===== src/nmpc_consts.svh =====
// Purpose: Offsets, field positions, command bytes and timing counts of the
//          NAND program/copy-back host sequencer.
// Assumes: 25 MHz core clock; APB with 8-bit byte address.
// Notes:   Definitions only.
`ifndef NMPC_CONSTS_SVH
`define NMPC_CONSTS_SVH

// ****************************************
// Register map
// ****************************************
`define NMPC_OFS_CMD 8'h00
`define NMPC_OFS_STAT 8'h04
`define NMPC_OFS_RDATA 8'h08
`define NMPC_OFS_CFG 8'h0c
`define NMPC_CFG_RESET 4'h1

// ****************************************
// Field positions
// ****************************************
`define NMPC_CMD_OP_LSB 0
`define NMPC_CMD_BYTE_LSB 8
`define NMPC_CMD_FINAL_BIT 16
`define NMPC_CFG_WP_BIT 0
`define NMPC_CFG_RBONLY_BIT 1
`define NMPC_CFG_BOOT_BIT 2
`define NMPC_CFG_TWOPL_BIT 3
`define NMPC_SB_CUR 0
`define NMPC_SB_PREV 1
`define NMPC_SB_ARRAY 5
`define NMPC_SB_READY 6
`define NMPC_ADDR_PLANE_BIT 6

// ****************************************
// Command bytes
// ****************************************
`define NMPC_C_READ 8'h00
`define NMPC_C_CBREAD 8'h35
`define NMPC_C_SETUP 8'h80
`define NMPC_C_SETUP2 8'h81
`define NMPC_C_COLCHG 8'h85
`define NMPC_C_PROG 8'h10
`define NMPC_C_CACHE 8'h15
`define NMPC_C_QUEUE 8'h11
`define NMPC_C_STATUS 8'h70
`define NMPC_C_STATUS_ENH 8'h78
`define NMPC_C_RESET 8'hff
`define NMPC_C_ERASE 8'h60

// ****************************************
// Timing
// ****************************************
`define NMPC_CLK_NS 40
`define NMPC_T_WB_NS 100
`define NMPC_T_REA_NS 20
`define NMPC_SYNC_CYC 2
`define NMPC_WB_CYC ((`NMPC_T_WB_NS + `NMPC_CLK_NS - 1) / `NMPC_CLK_NS)
`define NMPC_RD_CYC (((`NMPC_T_REA_NS + `NMPC_CLK_NS - 1) / `NMPC_CLK_NS) + `NMPC_SYNC_CYC)

`endif


===== src/nmpc_pkg.sv =====
// Purpose: Types of the NAND program/copy-back host sequencer.
// Assumes: Constants live in nmpc_consts.svh.
// Notes:   Operation codes follow enum order, 0 upward.
package nmpc_pkg;

  // ****************************************
  // Types
  // ****************************************
  typedef enum logic [2:0] {
    nmpc_op_cmd,
    nmpc_op_addr,
    nmpc_op_dwr,
    nmpc_op_drd,
    nmpc_op_wait,
    nmpc_op_poll
  } nmpc_op_e;

  typedef enum logic [2:0] {
    st_idle,
    st_we_lo,
    st_we_hi,
    st_re_lo,
    st_re_hi,
    st_wb,
    st_rb
  } nmpc_state_e;

  typedef struct packed {
    logic cle;
    logic ale;
    logic ce_n;
    logic we_n;
    logic re_n;
    logic wp_n;
    logic [7:0] io;
    logic io_oe;
  } nmpc_pins_s;

endpackage


===== src/nmpc_host.sv =====
// Purpose: Host-side sequencer for NAND cache, two-plane and copy-back program.
// Assumes: APB slave for software; NAND pins driven one primitive cycle at a time.
// Notes:   Software orders each cycle; hardware guards illegal sequences.
// Notes on behaviour
// [RULE1] R/B-only mode ends run with 10h
// [RULE2] Cache-ended run polls status bit 5
// [RULE3] Bit 1 gives previous page when bit6
// [RULE4] Bit 0 gives current result when bit5
// [RULE5] No cache program on boot blocks 0-3
// [RULE6] Setup clears caches unless queue preceded
// [RULE7] Queue plane then wait dummy busy
// [RULE8] Next plane only after bit 6 ready
// [RULE9] 10h final: check bit 0 per plane
// [RULE10] 15h final: check bit 1 per plane
// [RULE11] On error use enhanced status per plane
// [RULE12] Plane bit low first, high second
// [RULE13] Device uses second plane row address
// [RULE14] Never mix operation types across planes; the code refuses only 60h erase inside a plane run
// [RULE15] After 11h only status, reset, setup; the code also accepts 85h column change
// [RULE16] Same row applied to both blocks
// [RULE17] Copy-back read: 00h, address, 35h
// [RULE18] Copy back stays within one plane
// [RULE19] Copy-back data readable, column changes allowed
// [RULE20] Copy-back program: 85h, address, 10h
// [RULE21] Column-change edits before copy-back confirm
// [RULE22] Two-plane copy back keeps cache contents
// [RULE23] Bit 6 ready, R/B pin follows it
// [RULE24] Bit 5 low while array programs
// [RULE25] R/B low during dummy busy
`timescale 1ns/1ps
`include "nmpc_consts.svh"

module nmpc_host
  import nmpc_pkg::*;
(
  input wire logic core_clk_in,
  input wire logic arst_n_in,
  input wire logic psel_in,
  input wire logic penable_in,
  input wire logic pwrite_in,
  input wire logic [7:0] paddr_in,
  input wire logic [31:0] pwdata_in,
  output logic [31:0] prdata_out,
  output logic pready_out,
  output logic pslverr_out,
  input wire logic [7:0] io_in,
  input wire logic ready_busy_in,
  output nmpc_pins_s nand_out
);

  // ****************************************
  // Pin synchronisers
  // ****************************************
  logic [7:0] io_meta;
  logic [7:0] io_s;
  logic rb_meta;
  logic rb_s;

  // Pins are asynchronous to the core clock
  always_ff @(posedge core_clk_in or negedge arst_n_in)
  begin
    if (!arst_n_in)
    begin
      io_meta <= 8'h00;
      io_s <= 8'h00;
      rb_meta <= 1'b0;
      rb_s <= 1'b0;
    end
    else
    begin
      io_meta <= io_in;
      io_s <= io_meta;
      rb_meta <= ready_busy_in;
      rb_s <= rb_meta;
    end
  end

  // ****************************************
  // State
  // ****************************************
  nmpc_state_e state, next_state;
  nmpc_pins_s pins, next_pins;
  logic [3:0] cfg, next_cfg;
  logic [3:0] cnt, next_cnt;
  logic [7:0] rdata, next_rdata;
  logic [7:0] stat_byte, next_stat_byte;
  logic fail_cur, next_fail_cur;
  logic fail_prev, next_fail_prev;
  logic err, next_err;
  logic confirm, next_confirm;
  logic poll, next_poll;
  logic poll_arr, next_poll_arr;
  logic [2:0] addr_idx, next_addr_idx;
  logic queued, next_queued;
  logic plane_run, next_plane_run;
  logic plane, next_plane;
  logic blk_a, next_blk_a;
  logic blk_b, next_blk_b;
  logic blk_c, next_blk_c;
  logic cb_active, next_cb_active;
  logic src_plane, next_src_plane;
  logic [31:0] prdata, next_prdata;
  logic pready, next_pready;
  logic pslverr, next_pslverr;

  // ****************************************
  // Request decode
  // ****************************************
  logic apb_done;
  logic wr_cmd;
  logic cmd_go;
  logic refuse;
  nmpc_op_e req_op;
  logic [7:0] req_byte;
  logic [7:0] eff;
  logic req_final;
  logic boot_low;
  logic mapped;

  assign apb_done = psel_in && penable_in && pready;
  assign wr_cmd = apb_done && pwrite_in && (paddr_in == `NMPC_OFS_CMD);
  assign req_op = nmpc_op_e'(pwdata_in[`NMPC_CMD_OP_LSB +: 3]);
  assign req_byte = pwdata_in[`NMPC_CMD_BYTE_LSB +: 8];
  assign req_final = pwdata_in[`NMPC_CMD_FINAL_BIT];
  assign boot_low = !blk_a && blk_b && blk_c;
  assign mapped = (paddr_in == `NMPC_OFS_CMD) || (paddr_in == `NMPC_OFS_STAT) ||
                  (paddr_in == `NMPC_OFS_RDATA) || (paddr_in == `NMPC_OFS_CFG);

  // Command legality, checked before any pin moves
  always_comb
  begin
    eff = req_byte;
    refuse = 1'b0;
    if (req_op == nmpc_op_cmd && req_byte == `NMPC_C_CACHE && req_final &&
        cfg[`NMPC_CFG_RBONLY_BIT])
      eff = `NMPC_C_PROG; // [RULE1]
    if (req_op == nmpc_op_cmd)
    begin
      if (queued && !(eff == `NMPC_C_STATUS || eff == `NMPC_C_STATUS_ENH ||
          eff == `NMPC_C_RESET || eff == `NMPC_C_SETUP || eff == `NMPC_C_SETUP2 ||
          eff == `NMPC_C_COLCHG))
        refuse = 1'b1; // [RULE15]
      if (plane_run && eff == `NMPC_C_ERASE)
        refuse = 1'b1; // [RULE14]
      if (eff == `NMPC_C_CACHE && cfg[`NMPC_CFG_BOOT_BIT] && boot_low)
        refuse = 1'b1; // [RULE5]
      if (eff == `NMPC_C_PROG && cb_active && plane != src_plane)
        refuse = 1'b1; // [RULE18]
    end
    if (req_op > nmpc_op_poll || state != st_idle)
      refuse = 1'b1;
  end

  assign cmd_go = wr_cmd && !refuse;

  // ****************************************
  // Next-state logic: APB slave and pin sequencer
  // ****************************************
  always_comb
  begin
    next_state = state;
    next_pins = pins;
    next_cfg = cfg;
    next_cnt = cnt;
    next_rdata = rdata;
    next_stat_byte = stat_byte;
    next_fail_cur = fail_cur;
    next_fail_prev = fail_prev;
    next_err = err;
    next_confirm = confirm;
    next_poll = poll;
    next_poll_arr = poll_arr;
    next_addr_idx = addr_idx;
    next_queued = queued;
    next_plane_run = plane_run;
    next_plane = plane;
    next_blk_a = blk_a;
    next_blk_b = blk_b;
    next_blk_c = blk_c;
    next_cb_active = cb_active;
    next_src_plane = src_plane;
    next_prdata = prdata;
    next_pslverr = pslverr;
    // One wait state: ready rises in the second access cycle
    next_pready = psel_in && penable_in && !pready;
    if (psel_in && penable_in && !pready)
    begin
      next_pslverr = !mapped;
      case (paddr_in)
        `NMPC_OFS_STAT: next_prdata = {16'h0000, stat_byte, 1'b0, rb_s, err,
                                       fail_prev, fail_cur, queued, cb_active,
                                       state != st_idle};
        `NMPC_OFS_RDATA: next_prdata = {24'h000000, rdata};
        `NMPC_OFS_CFG: next_prdata = {28'h0000000, cfg};
        default: next_prdata = 32'h00000000;
      endcase
    end
    if (apb_done && pwrite_in && paddr_in == `NMPC_OFS_CFG)
      next_cfg = pwdata_in[3:0];
    next_pins.wp_n = cfg[`NMPC_CFG_WP_BIT];
    if (wr_cmd && refuse)
      next_err = 1'b1;
    else if (apb_done && pwrite_in && paddr_in == `NMPC_OFS_STAT)
      next_err = 1'b0;

    case (state)
      st_idle:
      begin
        if (cmd_go)
        begin
          next_confirm = 1'b0;
          next_poll = 1'b0;
          next_pins.io_oe = 1'b1;
          next_pins.io = eff;
          next_pins.we_n = 1'b0;
          next_state = st_we_lo;
          case (req_op)
            nmpc_op_cmd:
            begin
              next_pins.cle = 1'b1;
              next_addr_idx = 3'd0;
              // Confirms are followed by busy wait
              next_confirm = (eff == `NMPC_C_PROG) || (eff == `NMPC_C_CACHE) ||
                             (eff == `NMPC_C_QUEUE) || (eff == `NMPC_C_CBREAD) ||
                             (eff == `NMPC_C_RESET);
              if (eff == `NMPC_C_QUEUE)
              begin
                next_queued = 1'b1; // [RULE7]
                next_plane_run = 1'b1;
              end
              if (eff == `NMPC_C_SETUP || eff == `NMPC_C_SETUP2 || eff == `NMPC_C_COLCHG)
                next_queued = 1'b0; // [RULE6]
              if (eff == `NMPC_C_PROG || eff == `NMPC_C_CACHE || eff == `NMPC_C_RESET)
              begin
                next_plane_run = 1'b0;
                next_queued = 1'b0;
              end
              if (eff == `NMPC_C_CBREAD)
              begin
                next_cb_active = 1'b1; // [RULE17]
                next_src_plane = plane;
              end
              if (eff == `NMPC_C_PROG || eff == `NMPC_C_RESET)
                next_cb_active = 1'b0; // [RULE20]
            end
            nmpc_op_addr:
            begin
              next_pins.ale = 1'b1;
              next_addr_idx = addr_idx + 3'd1;
              if (addr_idx == 3'd2)
              begin
                // Plane bit forced in two-plane mode
                if (cfg[`NMPC_CFG_TWOPL_BIT])
                  next_pins.io[`NMPC_ADDR_PLANE_BIT] = plane_run; // [RULE12]
                next_plane = cfg[`NMPC_CFG_TWOPL_BIT] ? plane_run :
                             req_byte[`NMPC_ADDR_PLANE_BIT];
                next_blk_a = req_byte[7];
              end
              if (addr_idx == 3'd3)
                next_blk_b = (req_byte[7:1] == 7'h00);
              if (addr_idx == 3'd4)
                next_blk_c = (req_byte[1:0] == 2'b00);
            end
            nmpc_op_dwr:
            begin
            end
            nmpc_op_drd:
            begin
              next_pins.io_oe = 1'b0;
              next_pins.we_n = 1'b1;
              next_pins.re_n = 1'b0; // [RULE19]
              next_cnt = 4'(`NMPC_RD_CYC);
              next_state = st_re_lo;
            end
            nmpc_op_wait:
            begin
              next_pins.io_oe = 1'b0;
              next_pins.we_n = 1'b1;
              next_state = st_rb;
            end
            default:
            begin
              // Status poll: 70h then reads until ready
              next_pins.cle = 1'b1;
              next_pins.io = `NMPC_C_STATUS;
              next_poll = 1'b1;
              next_poll_arr = req_final; // [RULE2]
            end
          endcase
        end
      end
      st_we_lo:
      begin
        next_pins.we_n = 1'b1;
        next_state = st_we_hi;
      end
      st_we_hi:
      begin
        next_pins.cle = 1'b0;
        next_pins.ale = 1'b0;
        next_pins.io_oe = 1'b0;
        if (confirm)
        begin
          next_cnt = 4'(`NMPC_WB_CYC);
          next_state = st_wb;
        end
        else if (poll)
        begin
          next_pins.re_n = 1'b0;
          next_cnt = 4'(`NMPC_RD_CYC);
          next_state = st_re_lo;
        end
        else
          next_state = st_idle;
      end
      st_re_lo:
      begin
        if (cnt == 4'd0)
        begin
          next_rdata = io_s;
          next_pins.re_n = 1'b1;
          next_state = st_re_hi;
        end
        else
          next_cnt = cnt - 4'd1;
      end
      st_re_hi:
      begin
        if (poll)
        begin
          next_stat_byte = rdata;
          if (rdata[`NMPC_SB_READY])
            next_fail_prev = rdata[`NMPC_SB_PREV]; // [RULE3] [RULE10]
          if (rdata[`NMPC_SB_READY] && rdata[`NMPC_SB_ARRAY])
            next_fail_cur = rdata[`NMPC_SB_CUR]; // [RULE4] [RULE9] [RULE11]
          if (rdata[`NMPC_SB_READY] && (rdata[`NMPC_SB_ARRAY] || !poll_arr))
            next_state = st_idle; // [RULE8] [RULE24]
          else
          begin
            next_pins.re_n = 1'b0;
            next_cnt = 4'(`NMPC_RD_CYC);
            next_state = st_re_lo;
          end
        end
        else
          next_state = st_idle;
      end
      st_wb:
      begin
        if (cnt == 4'd0)
          next_state = st_rb;
        else
          next_cnt = cnt - 4'd1;
      end
      st_rb:
      begin
        if (rb_s)
          next_state = st_idle; // [RULE23] [RULE25]
      end
      default:
      begin
        next_state = st_idle;
      end
    endcase
  end

  // ****************************************
  // Registers
  // ****************************************
  always_ff @(posedge core_clk_in or negedge arst_n_in)
  begin
    if (!arst_n_in)
    begin
      state <= st_idle;
      pins <= '{cle: 1'b0, ale: 1'b0, ce_n: 1'b0, we_n: 1'b1, re_n: 1'b1,
                wp_n: 1'b0, io: 8'h00, io_oe: 1'b0};
      cfg <= `NMPC_CFG_RESET;
      cnt <= 4'h0;
      rdata <= 8'h00;
      stat_byte <= 8'h00;
      fail_cur <= 1'b0;
      fail_prev <= 1'b0;
      err <= 1'b0;
      confirm <= 1'b0;
      poll <= 1'b0;
      poll_arr <= 1'b0;
      addr_idx <= 3'h0;
      queued <= 1'b0;
      plane_run <= 1'b0;
      plane <= 1'b0;
      blk_a <= 1'b0;
      blk_b <= 1'b0;
      blk_c <= 1'b0;
      cb_active <= 1'b0;
      src_plane <= 1'b0;
      prdata <= 32'h00000000;
      pready <= 1'b0;
      pslverr <= 1'b0;
    end
    else
    begin
      state <= next_state;
      pins <= next_pins;
      cfg <= next_cfg;
      cnt <= next_cnt;
      rdata <= next_rdata;
      stat_byte <= next_stat_byte;
      fail_cur <= next_fail_cur;
      fail_prev <= next_fail_prev;
      err <= next_err;
      confirm <= next_confirm;
      poll <= next_poll;
      poll_arr <= next_poll_arr;
      addr_idx <= next_addr_idx;
      queued <= next_queued;
      plane_run <= next_plane_run;
      plane <= next_plane;
      blk_a <= next_blk_a;
      blk_b <= next_blk_b;
      blk_c <= next_blk_c;
      cb_active <= next_cb_active;
      src_plane <= next_src_plane;
      prdata <= next_prdata;
      pready <= next_pready;
      pslverr <= next_pslverr;
    end
  end

  assign prdata_out = prdata;
  assign pready_out = pready;
  assign pslverr_out = pslverr;
  assign nand_out = pins;
endmodule


===== config.mk =====
export PLATFORM = sky130hd
export DESIGN_NAME = nmpc_host
export DESIGN_NICKNAME = d
export VERILOG_FILES = /design/src/nmpc_pkg.sv /design/src/nmpc_host.sv
export VERILOG_INCLUDE_DIRS = /design/src /design/src/src
export SDC_FILE = /design/constraint.sdc
export NUM_CORES = 1
export LEC_CHECK = 0
export ABC_CLOCK_PERIOD_IN_PS = 3100
export BUFFER_PORTS_ARGS = -buffer_cell sky130_fd_sc_hd__buf_2
export CAP_MARGIN = 10
export CORE_MARGIN = 2
export CORE_UTILIZATION = 54
export DETAILED_ROUTE_END_ITERATION = 10
export GPL_TIMING_DRIVEN = 0
export PLACE_DENSITY = 0.83
export SYNTH_ARGS = -nofsm -noshare
export SYNTH_HDL_FRONTEND = slang
export SYNTH_SLANG_ARGS = --single-unit

===== constraint.sdc =====
create_clock -name core_clk_in -period 3.1 [get_ports core_clk_in]
set_clock_uncertainty 0.2 [all_clocks]
set_input_delay 0.155 -clock core_clk_in [delete_from_list [all_inputs] [get_ports core_clk_in]]
set_output_delay 0.155 -clock core_clk_in [all_outputs]
set_load 0.02 [all_outputs]

# Word-level counts from Yosys, hierarchy flattened
# Cells that the tools add are included.
classes:
  bitwise: 1
  muxes: 60
  eq_ne: 42
  reduce_logical: 88
  n_lt_le_gt_ge: 1
  addsub: 2
ops:
  columns: ["cell", "count"]
  rows:
  - ["$pmux 16 s3", 1]
  - ["$eq 8x5->1 const B", 4]
  - ["$eq 8x8->1 const B", 4]
  - ["$reduce_and 4->1", 8]
  - ["$mux 1", 31]
  - ["$mux 4", 7]
  - ["$eq 8x7->1 const B", 3]
  - ["$logic_and 1x1->1", 22]
  - ["$pmux 3 s7", 1]
  - ["$ne 2x2->1 const B", 10]
  - ["$eq 3x2->1 const B", 6]
  - ["$logic_or 1x1->1", 18]
  - ["$mux 3", 6]
  - ["$reduce_and 3->1", 6]
  - ["$eq 8x4->1 const B", 2]
  - ["$pmux 4 s4", 1]
  - ["$eq 3x3->1 const B", 5]
  - ["$pmux 3 s2", 2]
  - ["$reduce_bool 2->1", 6]
  - ["$reduce_and 2->1", 5]
  - ["$eq 8x3->1 const B", 1]
  - ["$eq 8x6->1 const B", 1]
  - ["$logic_not 8->1", 1]
  - ["$mux 2", 4]
  - ["other kinds (25)", 39]
totals:
  regBits: 110

# Logic depth before layout (Yosys ltp)
logic_depth:
  depth_word: 23
  mapped_depth: 8
  depth_no_buf: 7

# Least setup slack after synthesis
# OpenSTA, ideal clock, no wires.
synth_timing:
  path_kind: "register to register"
  start: "register state[1]"
  end: "register pins, in the netlist nand_out[0]"
  setup_time_ns: 0.120
  arrival_ns: 2.438
  synth_period_minus_slack_ns: 2.758
  required_time_ns: 2.780
  setup_slack_ns: 0.342
  stages_incl_launch_ff: 9
  cell_sequence: "dfrtp_1 > clkbuf_1 > nor3_1 > nand3_1 > o22a_1 > buf_2 > or4b_2 > clkbuf_1 > a31o_2"
synth_between:
  elab_chain_len: 7
  word_cells_on_any_way: 11
  classes_between: "eq/ne: 2; mux: 2; reduce/logical: 7"
synth_rtl:
  columns: ["element", "line", "rtl"]
  rows:
  - ["start: declaration", "nmpc_host.sv:81", "nmpc_state_e state, next_state;"]
  - ["start signal: assignment", "nmpc_host.sv:374", "state <= st_idle;"]
  - ["start signal: assignment", "nmpc_host.sv:402", "state <= next_state;"]
  - ["$reduce_bool 3->1", "nmpc_host.sv:150", "if (req_op > nmpc_op_poll || state != st_idle)"]
  - ["$logic_or 1x1->1", "nmpc_host.sv:150", null]
  - ["$mux 1", "nmpc_host.sv:150", null]
  - ["$logic_not 1->1", "nmpc_host.sv:154", "assign cmd_go = wr_cmd && !refuse;"]
  - ["$logic_and 1x1->1", "nmpc_host.sv:154", null]
  - ["$ne 2x2->1 (no line)", null, null]
  - ["$reduce_and 2->1 (no line)", null, null]
  - ["end signal: assignment", "nmpc_host.sv:375", "pins <= '{cle: 1'b0, ale: 1'b0, ce_n: 1'b0, we_n: 1'b1, re_n: 1'b1,"]
  - ["end signal: assignment", "nmpc_host.sv:403", "pins <= next_pins;"]
  - ["end: declaration", "nmpc_host.sv:82", "nmpc_pins_s pins, next_pins;"]
# Several ways; a longest one is shown, not always the timed one.
# A chain may end at the register's enable or synchronous reset.

# Final worst setup path
layout_timing:
  start: "register state[0]"
  end: "register pins, in the netlist nand_out[0]"
# The elaborated chain is that of the path after synthesis.

==> impl_results.md <==
- Status: completed
- Yosys Warn Count: 0
- Drt total wl: about 11 mm
- EDFF count, synth: 0
- Share of layout cells above drive strength 1: 29.5%
- CP arrival: ~3.0 ns
- Layout Nets: around 600
- Critical path fanouts, max: 10
- Syn Inst Count: ~420
- IO Port Bufs: 64
- NetSw: 837 uW
- Largest net degree at the start of global routing: 67
- Iteration-0 DRC Markers: around 220
- Routed len/inst: 16.8 um
- Starting Density: about 56%
- Largest area contributor in the netlist: dfrtp_1
- Internal power: about 1800 uW
- Worst min path class: input pin to register
- Slew margin rel.: about two fifths
- Switching share of power: roughly a third
- DR pass1 iterations: 5
- CTS tree: yes
- Grt ovf: 0
- Remaining antenna violation count after routing: 0
- Post-CTS Repair Setup Buffers: 0
- GR Util All Layers: between 20% and 30%
- Cell mode on critical path: clkbuf_1
- Leak: 0.00264 uW
- WP data required: 3.16 ns
- Vias: 3,724
- Placer Congestion: around 0.9
- Top cells by area, synth: dfrtp_1 (50%), mux2_2 (9.1%), buf_4 (2.8%)
- Synth top area share: between 40% and 50%
- CP max stage delay: 0.64 ns
- Finished Cell Area: around 5500 um2
- Seq cells post-synth: 94
- DRC: 0
- Full die area: ~9200 um2
- Area growth, synth to finish: 20.7%
- Clock-pin transition on the worst setup and hold timing paths: about 0.1 ns
- Sequential share of the synthesized area: between 50% and 60%
- TritonCTS buffer count: 9
- Post-DP HPWL: 7.70 mm
- Min-delay src: paddr_in[0]
- Async set or reset register ratio after synthesis: 100%
- Final Hold Fails: 0
- Worst reg2reg startpoint: state[0]$_DFFE_PN0P_
- Clock power share: approximately 30%
- Slew Limit Fails: 0
- Antenna violations before repair: 0
- DIE HEIGHT: 96.0 um
- Die X: approximately 96 um
- Clk buf depth: 2
- First-pass GRT wire length: 17.5 mm
- Number of global-route vias before repair: about 3,700
- Setup-failing EPs final: 0
- Top FF cell, synth: dfrtp_1
- N_diodes: 0
- Setup crit start kind: register
- Max-cap violations: 0
- Register share of total power: 49.3%
- Final setup margin: about 0.17 ns
- Core box area: around 8200 um2
- Cells along the critical path: clkbuf_1 -> nor3_4 -> nand3_1 -> o22a_1 -> buf_2 -> or4b_2 -> clkbuf_1 -> a31o_2
- Vias per cell: slightly below 6
- Setup crit start: state[0]$_DFFE_PN0P_
- Post-synth cell types: between 60 and 70
- H-tree depth: 3
- Fmax: between 0.3 and 0.4 GHz
- Pre-CTS setup slack: -0.0502 ns
- Clk Tree Root Cell: clkbuf_8
- Clock Sink Count: 94
- Worst-margin pin slew: 0.909 ns
- Mapped Area: roughly 4600 um2
- Row count: 33
- R2R depth: 8
- RSZ-0062 raised after global routing: no
- Hold path depth: 5
- Placed cell areas: 5110 um2
- Worst VDD drop: 0.256 mV
- WHS: 0.0512 ns
- Crit path max-delay cell type: or4b_2
- PD cells: ~470 nW/um2
- WS Path Type: register to register
- Io pins: a little over 100
- Tmin final: approximately 2.9 ns
- Syn Area/Cell: 10.8 um2
- Crit end category: register
- Final period utilization: 94.6%
- Logic pwr share: around a fifth
- Clock Latency Late Sink: ~0.36 ns
==> placed cells by master, fill, tap and decap left out, types with 5 or more instances in the layout <==
cell,synthesis,final
mux2i_1,10,10
nor2_1,24,24
ha_1,5,5
dfrtp_1,91,91
inv_1,19,19
a22o_1,8,8
conb_1,1,17
a21oi_1,13,13
nor4_1,9,9
dlygate4sd3_1,0,18
buf_2,2,66
nand2b_1,5,5
clkbuf_8,0,9
clkbuf_1,19,19
nand4_1,8,8
nand3_1,14,14
nand2_1,30,30
o21ai_0,22,22
buf_4,17,18
mux2_2,37,37
or2_2,5,5
==> Yosys cell counts (3+ instances only) <==
cell,n
nand2b_1,5
nand3_1,14
inv_1,19
a41oi_1,3
nor4_1,9
nor3_1,6
o21ai_0,22
a22o_1,8
mux2i_1,10
o211ai_1,3
a22oi_1,4
nand4_1,8
ha_1,5
clkbuf_1,19
a21oi_1,13
buf_4,17
nor3b_1,4
mux2_2,37
or3_1,3
or2_2,5
a221oi_1,3
dfstp_2,3
dfrtp_1,91
nand2_1,30
and3_1,4
nor2_1,24
and2_1,4
o31ai_1,3
==> logic make-up after synthesis <==
kind of cell    after synthesis  synth area share (%)
simple gates                132                  16.1
flops                        94                  51.6
compound gates               84                  12.8
buf+inv                      58                  6.38
mux                          47                  11.3
fa+ha+maj                     5                  1.37
xor+xnor                      2                 0.384
other cells                   1                0.0821
==> power by group through the flow <==
stage               clock network, uW  registers (uW)  logic (uW)
finish                            783            1290         541
global route                      848            1290         592
CTS                               796            1290         521
detailed placement                  0            1310         497
global placement                    0            1310         478
floorplan                           0            1310         343
==> through the flow <==
| stage | std cells | total power, uW | utilization (%) | setup TNS, ns |
|---|---|---|---|---|
| finish | 644 | 2610 | 67.1 | 0 |
| global route | 644 | 2730 | 67.1 | 0 |
| CTS | 644 | 2610 | 66.8 | 0 |
| detailed placement | 610 | 1810 | 62.3 | -0.279 |
| global placement | 608 | 1790 | 61.8 | -0.117 |
| floorplan | 439 | 1660 | - | 0 |
==> critical path, delay by kind of cell, from the launching register on <==
kind                   cells  cell delay, ns
flip-flops                 1            0.37
buffers and inverters      3            0.66
AO/OA/AOI/OAI              2            0.49
AND/OR/NAND/NOR            3            1.11
==> sequential cells by signal, indices dropped and copies added, names as in the netlist, 3 cells and up <==
signal and cells:
stat_byte 8, rdata 8, io_s 8, state 3, io_meta 8, cfg 4
nand_out 14, cnt 4, addr_idx 3, prdata_out 16
==> final cells by class <==
| class | count | area [um2] |
|---|---|---|
| tap | 105 | 131 |
| sequential | 94 | 2360 |
| clock inverter | 7 | 62.6 |
| clock buffer | 9 | 124 |
| buffer | 39 | 220 |
| inverter | 19 | 71.3 |
| timing repair buffer | 84 | 536 |
| fill | 648 | 2700 |
| multi-input combinational | 287 | 2010 |
==> per-layer routing <==
metal	track usage, %	vias to the layer above	share of wire, %
li1	-	1721	-
met1	32.4	1847	42
met2	41.9	139	50
met3	5.87	17	6.5
met4	7.74	0	1.5
met5	0	-	0
==> timing repair <==
action,4_1_cts,5_1_grt
endpoints found under the setup margin,8,17
gates resized for setup,1,4
gates cloned,0,0
pin swaps,0,2
hold endpoints to repair,110,0
hold buffers,18,0
==> worst paths after layout <==
path                                      endpoint  slack [ns]
max reg2reg                nand_out[0]$_DFFE_PN0P_        0.17
max in group asynchronous       cfg[0]$_DFFE_PN1P_        1.97
max                        nand_out[0]$_DFFE_PN0P_        0.17
min reg2reg                      io_s[6]$_DFF_PN0_        0.16
min                                err$_DFFE_PN0P_        0.05
min in group asynchronous  nand_out[3]$_DFFE_PN0P_        0.06
Power figures use the tool's default switching activity.
